## src/hdl/cas_pkg.sv

```systemverilog
// Purpose: shared constants for the command source arbiter
// Assumes: selections are 16-bit values, operation mode is a 3-bit code
// Notes: operation mode codes are fixed by the mode switching logic
package cas_pkg;

    // ------------------------------------------------------------
    // operation mode codes
    // ------------------------------------------------------------
    localparam logic [2:0] MODE_LOCAL = 3'h0; // local operation mode
    localparam logic [2:0] MODE_EXT = 3'h1; // external terminals
    localparam logic [2:0] MODE_COMB1 = 3'h2; // combined mode 1
    localparam logic [2:0] MODE_COMB2 = 3'h3; // combined mode 2
    localparam logic [2:0] MODE_NET = 3'h4; // network mode

    // ------------------------------------------------------------
    // selection values
    // ------------------------------------------------------------
    localparam logic [15:0] SRC_COMM = 16'h0000; // communication source
    localparam logic [15:0] SRC_EXT = 16'h0001; // external source
    localparam logic [15:0] FREQ_EXT_COMM = 16'h0002; // ext, comm kept
    localparam logic [15:0] LOCAL_CONN = 16'h0002; // front connector
    localparam logic [15:0] LOCAL_PANEL = 16'h0004; // operation panel
    localparam logic [15:0] LOCAL_AUTO = 16'h270f; // unit auto detect

    // ------------------------------------------------------------
    // reset values of the selections
    // ------------------------------------------------------------
    localparam logic [15:0] START_SEL_RST = 16'h0000;
    localparam logic [15:0] FREQ_SEL_RST = 16'h0000;
    localparam logic [15:0] LOCAL_SEL_RST = 16'h270f;

    // ------------------------------------------------------------
    // selection index on the parameter port
    // ------------------------------------------------------------
    localparam logic [1:0] PSEL_START = 2'h0; // start_source_select
    localparam logic [1:0] PSEL_FREQ = 2'h1; // frequency_source_select
    localparam logic [1:0] PSEL_LOCAL = 2'h2; // local_mode_source_select

    // write_protect_select value that opens every parameter
    localparam logic [1:0] WP_ALL = 2'h2;

    // pin synchroniser lane positions
    localparam int PIN_W = 5;
    localparam int PIN_UNIT = 0;
    localparam int PIN_START = 1;
    localparam int PIN_STOP = 2;
    localparam int PIN_T4SEL = 3;
    localparam int PIN_MSPEED = 4;

    // who commands the drive in local operation mode
    typedef enum logic [1:0] {
        LOC_PANEL,
        LOC_UNIT,
        LOC_CONN
    } cas_local_t;

endpackage

```

## src/hdl/cas_sync.sv

```systemverilog
// Purpose: two flip-flop synchroniser for a group of pins
// Assumes: every lane is an independent level
// Notes: first stage feeds only the second stage
module cas_sync #(
    parameter int W = 1
) (
    input wire logic REF_CLK, // system clock
    input wire logic RST_B, // synchronous reset, active low
    input wire logic [W-1:0] din, // asynchronous levels
    output logic [W-1:0] dout // synchronised levels
);
    logic [W-1:0] meta_r;

    // ------------------------------------------------------------
    // two stage capture
    // ------------------------------------------------------------
    always_ff @(posedge REF_CLK) begin
        if (!RST_B) begin
            meta_r <= '0;
            dout <= '0;
        end else begin
            meta_r <= din;
            dout <= meta_r;
        end
    end
endmodule

```

## src/hdl/cas_sel_latch.sv

```systemverilog
// Purpose: one source selection, stored value and value in force
// Assumes: load pulse comes from an accepted drive reset
// Notes: a write changes only the stored value until the next load
module cas_sel_latch #(
    parameter logic [15:0] RST_VAL = 16'h0000
) (
    input wire logic REF_CLK, // system clock
    input wire logic RST_B, // power-on reset, active low
    input wire logic wr, // write strobe
    input wire logic [15:0] wr_data, // value written
    input wire logic load, // adopt stored value
    output logic [15:0] stored_r, // value last written
    output logic [15:0] active_r // value in force
);
    // ------------------------------------------------------------
    // stored copy
    // ------------------------------------------------------------
    always_ff @(posedge REF_CLK) begin
        if (!RST_B) begin
            stored_r <= RST_VAL;
        end else if (wr) begin
            stored_r <= wr_data;
        end
    end

    // value in force changes only at power-on or drive reset
    always_ff @(posedge REF_CLK) begin
        if (!RST_B) begin
            active_r <= RST_VAL;
        end else if (load) begin
            active_r <= stored_r;
        end
    end
endmodule

```

## src/hdl/cas_arbiter.sv

```systemverilog
// Purpose: decides which party may start, stop, set frequency, write
//          parameters and reset the drive
// Assumes: mode, error and request pulses come from same-clock logic
// Notes: every grant appears one cycle after its request
//
// What this block does
// - start selection 0 is communication, 1 is terminals.
// - frequency selection 0 comm, 1 external, 2 external plus comm.
// - local selection 2 gives connector, 4 gives panel.
// - at 9999 panel commands unless a parameter unit is attached.
// - at 9999 connector traffic never takes the local source.
// - local selection 2 refuses switching into network mode.
// - written selections act only after power-on or drive reset.
// - mode lamps go dark when the panel is not source.
// - reads and monitoring are always accepted.
// - at local selection 2, external or combined 1 connector stop acts as local stop.
// - else connector commands only in network mode, per selections.
// - after a communication error host drive reset is rejected.
// - terminals start and stop in external, combined 1, and network mode at start selection 1.
// - combined 1 frequency: multi-speed, terminal 4 when selected.
// - write refused means clear refused; any-mode params writable.
module cas_arbiter
    import cas_pkg::*;
(
    input wire logic REF_CLK, // 25 MHz clock
    input wire logic RST_B, // power-on reset, active low
    input wire logic [2:0] OP_MODE, // current operation mode
    input wire logic COMM_ERROR, // rs-485 error seen, level
    input wire logic [1:0] WRITE_PROTECT_SEL, // write_protect_select
    input wire logic UNIT_PRESENT, // parameter unit attached pin
    input wire logic PARAM_WR_STB, // selection write strobe
    input wire logic [1:0] PARAM_WR_SEL, // which selection
    input wire logic [15:0] PARAM_WR_DATA, // value to write
    input wire logic [1:0] PARAM_RD_SEL, // selection to read back
    input wire logic CONN_START, // connector start request
    input wire logic CONN_STOP, // connector stop request
    input wire logic CONN_FREQ, // connector frequency request
    input wire logic CONN_PWRITE, // connector parameter write
    input wire logic CONN_ANY_MODE, // that parameter is any-mode
    input wire logic CONN_PCLEAR, // connector parameter clear
    input wire logic CONN_RESET, // connector drive reset request
    input wire logic CONN_READ, // connector read or monitor
    input wire logic PANEL_RESET, // panel or unit drive reset
    input wire logic TERM_RESET, // terminal drive reset pulse
    input wire logic NET_SWITCH_REQ, // request to enter network mode
    input wire logic TERM_START, // terminal start pin
    input wire logic TERM_STOP, // terminal stop pin
    input wire logic TERMINAL4_INPUT_SELECT, // terminal 4 select pin
    input wire logic TERM_MULTISPEED, // multi-speed pin active
    output logic CONN_START_OK, // connector start granted
    output logic CONN_STOP_OK, // connector stop granted
    output logic LOCAL_STOP_INDICATION, // local stop shown
    output logic CONN_FREQ_OK, // connector frequency granted
    output logic CONN_PWRITE_OK, // connector write granted
    output logic CONN_PCLEAR_OK, // connector clear granted
    output logic CONN_RESET_OK, // connector reset granted
    output logic CONN_READ_OK, // read or monitor granted
    output logic CONN_REJECT, // any connector request refused
    output logic NET_SWITCH_OK, // network switch granted
    output logic NET_SWITCH_REJ, // network switch refused
    output logic DRIVE_RESET, // drive reset taken, pulse
    output logic TERM_RUN, // terminal run command in force
    output logic TERM_T2_OK, // terminal 2 frequency valid
    output logic TERM_T4_OK, // terminal 4 frequency valid
    output logic TERM_MSPEED_OK, // multi-speed setting valid
    output logic [1:0] LOCAL_SOURCE, // local source code
    output logic LAMP_LOCAL, // local mode lamp
    output logic LAMP_EXT, // external mode lamp
    output logic LAMP_NET, // network mode lamp
    output logic [15:0] PARAM_RD_DATA // read back selection
);
    // ----------
    // declarations
    // ----------
    logic [PIN_W-1:0] pins_s;
    logic [15:0] start_st, start_act;
    logic [15:0] freq_st, freq_act;
    logic [15:0] local_st, local_act;
    logic load_sel;
    logic unit_s, tstart_s, tstop_s, t4sel_s, mspeed_s;
    logic m_local, m_ext, m_comb1, m_comb2, m_net;
    logic conn_owner;
    cas_local_t loc_src;
    logic start_ok, stop_ok, pstop, freq_ok, pwr_ok, pclr_ok;
    logic rst_ok, reset_any, net_ok;
    logic run_ok, t2_ok, t4_ok, ms_ok;
    logic reject;
    logic term_run_r, term_run_nxt;

    // ----------
    // pin synchronisers
    // ----------
    cas_sync #(
        .W(PIN_W)
    ) u_sync (
        .REF_CLK(REF_CLK),
        .RST_B(RST_B),
        .din({TERM_MULTISPEED, TERMINAL4_INPUT_SELECT, TERM_STOP,
              TERM_START, UNIT_PRESENT}),
        .dout(pins_s)
    );

    assign unit_s = pins_s[PIN_UNIT];
    assign tstart_s = pins_s[PIN_START];
    assign tstop_s = pins_s[PIN_STOP];
    assign t4sel_s = pins_s[PIN_T4SEL];
    assign mspeed_s = pins_s[PIN_MSPEED];

    // ----------
    // source selections, stored and in force
    // ----------
    // a taken drive reset adopts the stored values
    assign load_sel = reset_any;

    cas_sel_latch #(
        .RST_VAL(START_SEL_RST)
    ) u_start_sel (
        .REF_CLK(REF_CLK),
        .RST_B(RST_B),
        .wr(PARAM_WR_STB && PARAM_WR_SEL == PSEL_START),
        .wr_data(PARAM_WR_DATA),
        .load(load_sel),
        .stored_r(start_st),
        .active_r(start_act)
    );

    cas_sel_latch #(
        .RST_VAL(FREQ_SEL_RST)
    ) u_freq_sel (
        .REF_CLK(REF_CLK),
        .RST_B(RST_B),
        .wr(PARAM_WR_STB && PARAM_WR_SEL == PSEL_FREQ),
        .wr_data(PARAM_WR_DATA),
        .load(load_sel),
        .stored_r(freq_st),
        .active_r(freq_act)
    );

    cas_sel_latch #(
        .RST_VAL(LOCAL_SEL_RST)
    ) u_local_sel (
        .REF_CLK(REF_CLK),
        .RST_B(RST_B),
        .wr(PARAM_WR_STB && PARAM_WR_SEL == PSEL_LOCAL),
        .wr_data(PARAM_WR_DATA),
        .load(load_sel),
        .stored_r(local_st),
        .active_r(local_act)
    );

    // ----------
    // mode decode
    // ----------
    assign m_local = (OP_MODE == MODE_LOCAL);
    assign m_ext = (OP_MODE == MODE_EXT);
    assign m_comb1 = (OP_MODE == MODE_COMB1);
    assign m_comb2 = (OP_MODE == MODE_COMB2);
    assign m_net = (OP_MODE == MODE_NET);

    // connector owns local mode only on explicit selection
    assign conn_owner = (local_act == LOCAL_CONN);

    // ----------
    // local mode command source
    // ----------
    always_comb begin
        if (local_act == LOCAL_CONN) begin
            loc_src = LOC_CONN;
        end else if (local_act == LOCAL_PANEL) begin
            loc_src = LOC_PANEL;
        end else if (unit_s) begin
            loc_src = LOC_UNIT;
        end else begin
            loc_src = LOC_PANEL;
        end
    end

    // ----------
    // connector permissions, decided in the request cycle
    // ----------
    always_comb begin
        start_ok = 1'b0;
        stop_ok = 1'b0;
        pstop = 1'b0;
        freq_ok = 1'b0;
        pwr_ok = 1'b0;
        rst_ok = 1'b0;
        if (conn_owner) begin
            // host has set the connector as local source
            start_ok = m_local || m_comb2;
            stop_ok = m_local || m_comb2;
            pstop = m_ext || m_comb1;
            freq_ok = m_local || m_comb1;
            pwr_ok = m_local || m_comb1 || m_comb2;
            rst_ok = !m_net;
        end else if (m_net) begin
            // network mode, steered by the selections
            start_ok = (start_act == SRC_COMM);
            stop_ok = (start_act == SRC_COMM);
            freq_ok = (freq_act == SRC_COMM) ||
                      (freq_act == FREQ_EXT_COMM);
            pwr_ok = 1'b1;
            rst_ok = 1'b1;
        end
        // a communication error blocks host resets
        if (COMM_ERROR) begin
            rst_ok = 1'b0;
        end
        // any-mode parameters and open protection stay writable
        if (CONN_ANY_MODE || WRITE_PROTECT_SEL == WP_ALL) begin
            pwr_ok = 1'b1;
        end
    end

    // clear follows the mode and source rights, not the any-mode mark
    assign pclr_ok = (conn_owner && (m_local || m_comb1 || m_comb2)) ||
                     (!conn_owner && m_net);

    // network switch refused while connector owns local mode
    assign net_ok = !conn_owner;

    // drive reset from any accepted source
    assign reset_any = (CONN_RESET && rst_ok) || PANEL_RESET || TERM_RESET;

    // ----------
    // terminal permissions
    // ----------
    always_comb begin
        run_ok = 1'b0;
        t2_ok = 1'b0;
        t4_ok = 1'b0;
        ms_ok = 1'b0;
        if (m_ext) begin
            run_ok = 1'b1;
            t2_ok = 1'b1;
            t4_ok = 1'b1;
            ms_ok = 1'b1;
        end else if (m_comb1) begin
            run_ok = 1'b1;
            t4_ok = t4sel_s;
            ms_ok = 1'b1;
        end else if (m_comb2) begin
            t2_ok = 1'b1;
            t4_ok = 1'b1;
            ms_ok = 1'b1;
        end else if (m_net) begin
            run_ok = (start_act == SRC_EXT);
            t2_ok = (freq_act == SRC_EXT);
            t4_ok = (freq_act == SRC_EXT) ||
                    (freq_act == FREQ_EXT_COMM);
            ms_ok = (freq_act != SRC_COMM);
        end
    end

    // terminal run level: start sets, stop or lost authority clears
    always_comb begin
        term_run_nxt = term_run_r;
        if (!run_ok || tstop_s) begin
            term_run_nxt = 1'b0;
        end else if (tstart_s) begin
            term_run_nxt = 1'b1;
        end
    end

    // any connector request that was not granted
    assign reject = (CONN_START && !start_ok) ||
                    (CONN_STOP && !stop_ok && !pstop) ||
                    (CONN_FREQ && !freq_ok) ||
                    (CONN_PWRITE && !pwr_ok) ||
                    (CONN_PCLEAR && !pclr_ok) ||
                    (CONN_RESET && !rst_ok);

    // ----------
    // connector grant pulses
    // ----------
    always_ff @(posedge REF_CLK) begin
        if (!RST_B) begin
            CONN_START_OK <= 1'b0;
            CONN_STOP_OK <= 1'b0;
            CONN_FREQ_OK <= 1'b0;
            CONN_PWRITE_OK <= 1'b0;
            CONN_PCLEAR_OK <= 1'b0;
            CONN_RESET_OK <= 1'b0;
            CONN_READ_OK <= 1'b0;
            CONN_REJECT <= 1'b0;
        end else begin
            CONN_START_OK <= CONN_START && start_ok;
            CONN_STOP_OK <= CONN_STOP && (stop_ok || pstop);
            CONN_FREQ_OK <= CONN_FREQ && freq_ok;
            CONN_PWRITE_OK <= CONN_PWRITE && pwr_ok;
            CONN_PCLEAR_OK <= CONN_PCLEAR && pclr_ok;
            CONN_RESET_OK <= CONN_RESET && rst_ok;
            CONN_READ_OK <= CONN_READ;
            CONN_REJECT <= reject;
        end
    end

    // local stop display holds until the next drive reset
    always_ff @(posedge REF_CLK) begin
        if (!RST_B) begin
            LOCAL_STOP_INDICATION <= 1'b0;
        end else if (CONN_STOP && pstop) begin
            LOCAL_STOP_INDICATION <= 1'b1;
        end else if (reset_any) begin
            LOCAL_STOP_INDICATION <= 1'b0;
        end
    end

    // ----------
    // mode switch answer and drive reset
    // ----------
    always_ff @(posedge REF_CLK) begin
        if (!RST_B) begin
            NET_SWITCH_OK <= 1'b0;
            NET_SWITCH_REJ <= 1'b0;
            DRIVE_RESET <= 1'b0;
        end else begin
            NET_SWITCH_OK <= NET_SWITCH_REQ && net_ok;
            NET_SWITCH_REJ <= NET_SWITCH_REQ && !net_ok;
            DRIVE_RESET <= reset_any;
        end
    end

    // ----------
    // terminal outputs
    // ----------
    always_ff @(posedge REF_CLK) begin
        if (!RST_B) begin
            term_run_r <= 1'b0;
        end else begin
            term_run_r <= term_run_nxt;
        end
    end

    always_ff @(posedge REF_CLK) begin
        if (!RST_B) begin
            TERM_RUN <= 1'b0;
            TERM_T2_OK <= 1'b0;
            TERM_T4_OK <= 1'b0;
            TERM_MSPEED_OK <= 1'b0;
        end else begin
            TERM_RUN <= term_run_nxt;
            TERM_T2_OK <= t2_ok;
            TERM_T4_OK <= t4_ok;
            TERM_MSPEED_OK <= ms_ok && mspeed_s;
        end
    end

    // ----------
    // source code and mode lamps
    // ----------
    always_ff @(posedge REF_CLK) begin
        if (!RST_B) begin
            LOCAL_SOURCE <= 2'h0;
            LAMP_LOCAL <= 1'b0;
            LAMP_EXT <= 1'b0;
            LAMP_NET <= 1'b0;
        end else begin
            LOCAL_SOURCE <= loc_src;
            if (loc_src == LOC_PANEL) begin
                LAMP_LOCAL <= m_local || m_comb1 || m_comb2;
                LAMP_EXT <= m_ext || m_comb1 || m_comb2;
                LAMP_NET <= m_net;
            end else begin
                LAMP_LOCAL <= 1'b0;
                LAMP_EXT <= 1'b0;
                LAMP_NET <= 1'b0;
            end
        end
    end

    // ----------
    // read back of stored selections
    // ----------
    always_ff @(posedge REF_CLK) begin
        if (!RST_B) begin
            PARAM_RD_DATA <= 16'h0000;
        end else begin
            unique case (PARAM_RD_SEL)
                PSEL_START: PARAM_RD_DATA <= start_st;
                PSEL_FREQ: PARAM_RD_DATA <= freq_st;
                PSEL_LOCAL: PARAM_RD_DATA <= local_st;
                default: PARAM_RD_DATA <= 16'h0000;
            endcase
        end
    end
endmodule

```

## config.mk

```make
export PLATFORM = sky130hd
export DESIGN_NAME = cas_arbiter
export DESIGN_NICKNAME = d
export VERILOG_FILES = /design/src/hdl/cas_pkg.sv /design/src/hdl/cas_sync.sv /design/src/hdl/cas_sel_latch.sv /design/src/hdl/cas_arbiter.sv
export SDC_FILE = /design/constraint.sdc
export NUM_CORES = 1
export LEC_CHECK = 0
export BUFFER_PORTS_ARGS = -buffer_cell sky130_fd_sc_hd__buf_2
export CAP_MARGIN = 20
export CORE_AREA = 2 2 136 138
export DETAILED_ROUTE_END_ITERATION = 10
export DIE_AREA = 0 0 138 140
export HOLD_SLACK_MARGIN = 0.05
export PLACE_DENSITY = 0.62
export SETUP_SLACK_MARGIN = 0.4
export SYNTH_ARGS = -nofsm -noshare
export SYNTH_HDL_FRONTEND = slang
export SYNTH_SLANG_ARGS = --single-unit
```

## constraint.sdc

```tcl
create_clock -name REF_CLK -period 1.9 [get_ports REF_CLK]
set_input_delay 0.285 -clock REF_CLK [delete_from_list [all_inputs] [get_ports REF_CLK]]
set_output_delay 0.285 -clock REF_CLK [all_outputs]
set_load 0.01 [all_outputs]
```

==> run metrics, run 1 <==
flops & latches, synth=143; final setup TNS=-0.0343 ns; period utilisation layout=101%; Vias per Instance=4.72; hold depth=2; fin area=7330 um^2; total track usage=15.4%; fraction of layout cells with a size suffix above 1=25.9%; peak supply drop=0.000671 V; clk_lat worst skew=0.42 ns; top cell type's share of synthesized area=51.1%; number of I/O pins=82; final worst setup slack=-0.0201 ns; Worst Reg-to-Reg Cells=7; Cell variety after synth=45; WP data required=2.21 ns; CTS H-tree lvls=4; fin crit period=1.92 ns; n_diodes=0; Final Hold Vio Count=0; Hold Crit Class=in2reg; die area=19300 um^2; final net count=794; area grow syn2layout=30.8%; DP HPWL=9550 um; Num CTS Buffers=17; drt pass-1 iters=4; Die Ht=140 um; Slew Limit Fails=0; Cells after Synth=653; initial antenna violation count=0; Setup crit start kind=flip-flop; synthesized area=5600 um^2; dpl cell area=6390 um^2; CP endpoint kind=flip-flop; WL per Instance=14.7 um; CP max FO=16; TritonCTS clock tree=done; f_max=521 MHz; sequential share of the synthesized area=51.1%; vias in the first global route=4635; Crit Path Category=reg2reg; Clock Sinks=143; largest net degree at the start of global routing=112; status=finished, violations left; # port buffers=81; Hold WS=0.0618 ns; synth top area cells=dfxtp_1 (51%), nand2_1 (13%), mux2i_1 (12%); Avg Cell Area, Syn=8.58 um^2; Tot Pwr=6.99 mW; Synth Net Count=698; EDFF count, synth=0; antenna-violating nets left=0; Worst Skew=0.00895 ns; clk slew on worst S/H paths=0.06 ns; DIE WIDTH=138 um; Initial Util=31.5%; Slew HR=68.5%; P per Cell Area=953 nW/um^2; grt total ovfl=0; fillers=1780; Root Buffer=clkbuf_16; Post-synth ARST share=0%; Warnings, synthesis=0; Core Region=17800 um^2; most area-hungry cell type in the Yosys netlist=dfxtp_1; RSZ-0062 raised after global routing=yes; Main synth FF type=dfxtp_1; Critical Path AT=2.23 ns; Via Count=4668; Lkg Pwr=2.92 nW; GP Congestion=0.783; Max-Cap Viols=0; worst slew pin tran=0.473 ns; CTS Buffer Depth=2; Initial DRC Count=365; total wire length=14500 um; drt drc=0; Post-synth top cells=nand2_1 (187), dfxtp_1 (143), mux2i_1 (65); failing checks=setup timing; global-route wire length before repair=23700 um; FP Rows=49; count leader, synth=nand2_1; final setup vio count=2
==> per-layer routing <==
| layer | part of all wire (%) | wire length (um) | global-route usage, % | vias to the layer above |
|---|---|---|---|---|
| met2 | 46 | 6740 | 24.4 | 89 |
| li1 | - | - | - | 2367 |
| met5 | 0 | 0 | 0 | - |
| met1 | 47 | 6860 | 20.4 | 2188 |
| met3 | 4.1 | 600 | 4.00 | 24 |
| met4 | 2.1 | 306 | 5.59 | 0 |
==> sequential cells by signal, indices dropped and copies added, names as in the netlist, 2 cells and up <==
name                  count
LOCAL_SOURCE              2
PARAM_RD_DATA            16
u_freq_sel.active_r      16
u_freq_sel.stored_r      16
u_local_sel.active_r     16
u_local_sel.stored_r     16
u_start_sel.active_r     16
u_start_sel.stored_r     16
u_sync.dout               5
u_sync.meta_r             5
==> worst max-delay path, cell delays in order, from the launching register on <==
cell     delay, ns
dfxtp_2       0.34
nor4b_4       0.32
and4_4        0.29
xnor2_2       0.09
o31a_4        0.31
buf_12        0.14
buf_12        0.15
mux2i_2       0.15
==> layout make-up <==
type	count	area (um^2)	area share, %
tap	229	287	3.91
timing repair buffer	120	832	11.4
clock inverter	11	116	1.59
inverter	7	26.3	0.359
sequential	143	2870	39.2
clock buffer	20	447	6.10
multi-input combinational	460	2750	37.5
==> power breakdown <==
part           leakage, nW  internal (mW)  switching, mW
logic                 1.48          0.271          0.344
clock network        0.272           1.95           1.27
registers             1.16           3.10         0.0599
==> path summary, 6_finish.rpt <==
path	startpoint	end	slack, ns
max reg2reg	u_local_sel.active_r[2]	u_freq_sel.active_r[12]	-0.02
min	TERM_START	u_sync.meta_r[1]	0.06
max	u_local_sel.active_r[2]	u_freq_sel.active_r[12]	-0.02
min reg2reg	u_sync.dout[2]	TERM_RUN	0.39
==> cells in the final DEF (no fill, tap or decap), drive strengths merged, types with 2 or more instances in the layout <==
cell type / synthesis / final
a211oi: 2 / 2
a21oi: 59 / 59
a31oi: 4 / 4
and2: 13 / 13
and3: 2 / 2
and4: 2 / 2
buf: 8 / 119
bufinv: 0 / 2
clkbuf: 35 / 21
clkinv: 0 / 5
clkinvlp: 0 / 3
dfxtp: 143 / 143
inv: 7 / 8
mux2i: 65 / 65
nand2: 187 / 187
nand2b: 2 / 2
nand3: 11 / 11
nand4: 2 / 2
nor2: 62 / 62
nor2b: 3 / 3
nor3: 4 / 4
nor3b: 3 / 3
nor4: 11 / 11
o21a: 3 / 3
o21ai: 2 / 2
o31a: 2 / 2
or2: 2 / 2
or4: 2 / 2
xnor2: 2 / 2
==> kinds of logic (layout without fill, tap and decap cells) <==
family	Yosys count	count (layout)	synth area share, %
muxes	65	65	11.6
xor gates and xnor gates	3	3	0.469
and+or+nand+nor	310	310	24.2
buffers and inverters	50	158	4.29
DFF	143	143	51.1
AOI/OAI and AO/OA	82	82	8.33
==> repair_timing <==
item / 4_1_cts / 5_1_grt
gates cloned: 1 / 1
buffers inserted: 5 / 4
pin swaps: 11 / 20
setup endpoints to repair: 60 / 63
resized for setup: 18 / 34
hold buffers: 0 / 0
==> per-stage QoR <==
stage | setup slack, ns | instances | util (%)
2_1_floorplan | 0.00950 | 653 | -
3_3_place_gp | 0.00771 | 948 | 35.9
3_5_place_dp | -0.0248 | 948 | 35.9
4_1_cts | 0.0213 | 985 | 40.0
5_1_grt | -0.0665 | 990 | 41.2
6_report | -0.0201 | 990 | 41.2
(Power assumes the default switching activity.)
==> run 2, diff against run 1 <==
--- a/config.mk
+++ b/config.mk
@@ -11,7 +11,7 @@
 export DETAILED_ROUTE_END_ITERATION = 10
 export DIE_AREA = 0 0 138 140
 export HOLD_SLACK_MARGIN = 0.05
-export PLACE_DENSITY = 0.62
+export PLACE_DENSITY_LB_ADDON = 0.08
 export SETUP_SLACK_MARGIN = 0.4
 export SYNTH_ARGS = -nofsm -noshare
 export SYNTH_HDL_FRONTEND = slang
==> run 2 against run 1 <==
  * The flow now finishes without violations
  * Total power increased by 4.8%
  * Critical path depth decreased by 1
  * Final cell count increased by 0.10%
  * Flip-flop and latch count unchanged
  * Sequential share of layout area decreased by 0.31 points
  * Fmax increased by 4.0%
  * Design area increased by 0.80%
  * Register-to-register slack improved by 0.07 ns
  * Clock skew decreased by 0.00095 ns
  * Clock-buffer cell count decreased by 2
  * Largest cell class unchanged
  * Highest routed layer unchanged
==> run metrics, run 2 (synthesized netlist as in run 1, its figures left out) <==
Initial DRC Count=230; CTS H-tree lvls=4; Hold Crit Class=in2reg; grt total ovfl=0; status=finished, final reports clean; number of I/O pins=82; NetSw=1.74 mW; dpl cell area=6380 um^2; Slew HR=49.1%; drt drc=0; fin area=7390 um^2; clk_lat worst skew=0.42 ns; fillers=1807; dpl ws=-0.00931 ns; Num CTS Buffers=17; CP endpoint kind=flip-flop; peak supply drop=0.000634 V; drt pass-1 iters=5; Core Region=17800 um^2; global-route wire length before repair=26000 um; Root Buffer=clkbuf_16; Final Hold Vio Count=0; area grow syn2layout=31.8%; final net count=795; Clock Sinks=143; Cell Chain, Critical Path=nor4_4 -> and4_4 -> xnor2_2 -> o31a_4 -> buf_12 -> a31o_1; most common cell after layout, fill and taps aside=nand2_1; Slew Limit Fails=0; DIE WIDTH=138 um; n_diodes=0; final setup vio count=0; Hold WS=0.0716 ns; Lkg Pwr=2.96 nW; TritonCTS clock tree=done; Initial Util=31.5%; Vias per Instance=4.77; worst slew pin tran=0.763 ns; RSZ-0062 raised after global routing=yes; Cells after DPL=947; CTS Buffer Depth=2; WL per Instance=16.8 um; commonest non-fill, non-tap cells in the layout=nand2_1 (186), dfxtp_1 (135), buf_2 (80); Via Count=4729; CP max FO=9; final worst setup slack=0.0533 ns; P per Cell Area=991 nW/um^2; fin crit period=1.85 ns; Worst Skew=0.00800 ns; f_max=542 MHz; total wire length=16700 um; antenna-violating nets left=0; Max-Cap Viols=0; fraction of layout cells with a size suffix above 1=25.5%; WP data required=2.21 ns; DP HPWL=11300 um; CP delay by family, top=simple AND/OR/NAND/NOR gates; Setup crit start kind=flip-flop; Logic pwr share=8.5%; GP Congestion=0.831; Internal=5.59 mW; sw frac=23.7%; die area=19300 um^2; Post-Layout Cell Count=991; Crit path largest cell delay=0.38 ns; largest net degree at the start of global routing=112; Seq pwr share=43.1%; Bufs and invs on worst path=1; Critical Path AT=2.16 ns; clk slew on worst S/H paths=0.06 ns; vias in the first global route=4656; period utilisation layout=97.2%; slowest CP cell=o31a_4; # port buffers=81; initial antenna violation count=0; Die Ht=140 um; total track usage=17.4%; Clock power frac=48.4%; Crit Path Category=reg2reg; FP Rows=49
==> run 2: layout make-up <==
type / count / area, um^2 / area share [%]
repair buffers: 121 / 850 / 11.5
multi-input cells: 460 / 2720 / 36.9
well taps: 229 / 287 / 3.88
clock inverters: 13 / 189 / 2.56
inverters: 7 / 26.3 / 0.356
clock buffers: 18 / 439 / 5.95
flip-flops and latches: 143 / 2870 / 38.9
==> run 2: timing repair <==
item                       in CTS  in global routing
hold buffers                    1                  0
gates resized for setup        20                 28
buffers inserted                4                  5
hold endpoints to repair        1                  0
setup endpoints to repair      64                 64
cloned                          2                  1
pin swaps                      12                 19
==> run 2: path summary, 6_finish.rpt <==
check | cells past startpoint | to | startpoint | slack [ns]
worst max-delay path | 6 | LOCAL_STOP_INDICATION | u_local_sel.active_r[15] | 0.05
worst min-delay path | 2 | CONN_READ_OK | CONN_READ | 0.07
worst max register to register | 6 | LOCAL_STOP_INDICATION | u_local_sel.active_r[15] | 0.05
worst min register to register | 1 | TERM_RUN | u_sync.dout[2] | 0.40
==> run 2: power by group through the flow <==
stage | registers, mW | clock network, mW | logic [mW]
final | 3.15 | 3.54 | 0.623
after detailed placement | 3.22 | 0 | 0.549
after CTS | 3.15 | 3.63 | 0.593
after global routing | 3.16 | 3.80 | 0.677
after floorplan | 3.22 | 0 | 0.315
after global placement | 3.22 | 0 | 0.544
==> run 2: metrics by stage <==
step	util [%]	setup TNS, ns	total power, mW
2_1_floorplan	-	0	3.53
3_3_place_gp	35.9	0	3.76
3_5_place_dp	35.9	-0.0258	3.77
4_1_cts	40.4	0	7.38
5_1_grt	41.5	-0.224	7.64
6_report	41.5	0	7.32
==> run 2: routing by layer <==
layer	GRT usage (%)	routed length [um]	vias up
met5	0	0	-
met4	5.80	325	0
met3	3.86	648	23
met2	28.7	7980	115
met1	22.6	7700	2226
li1	-	-	2365
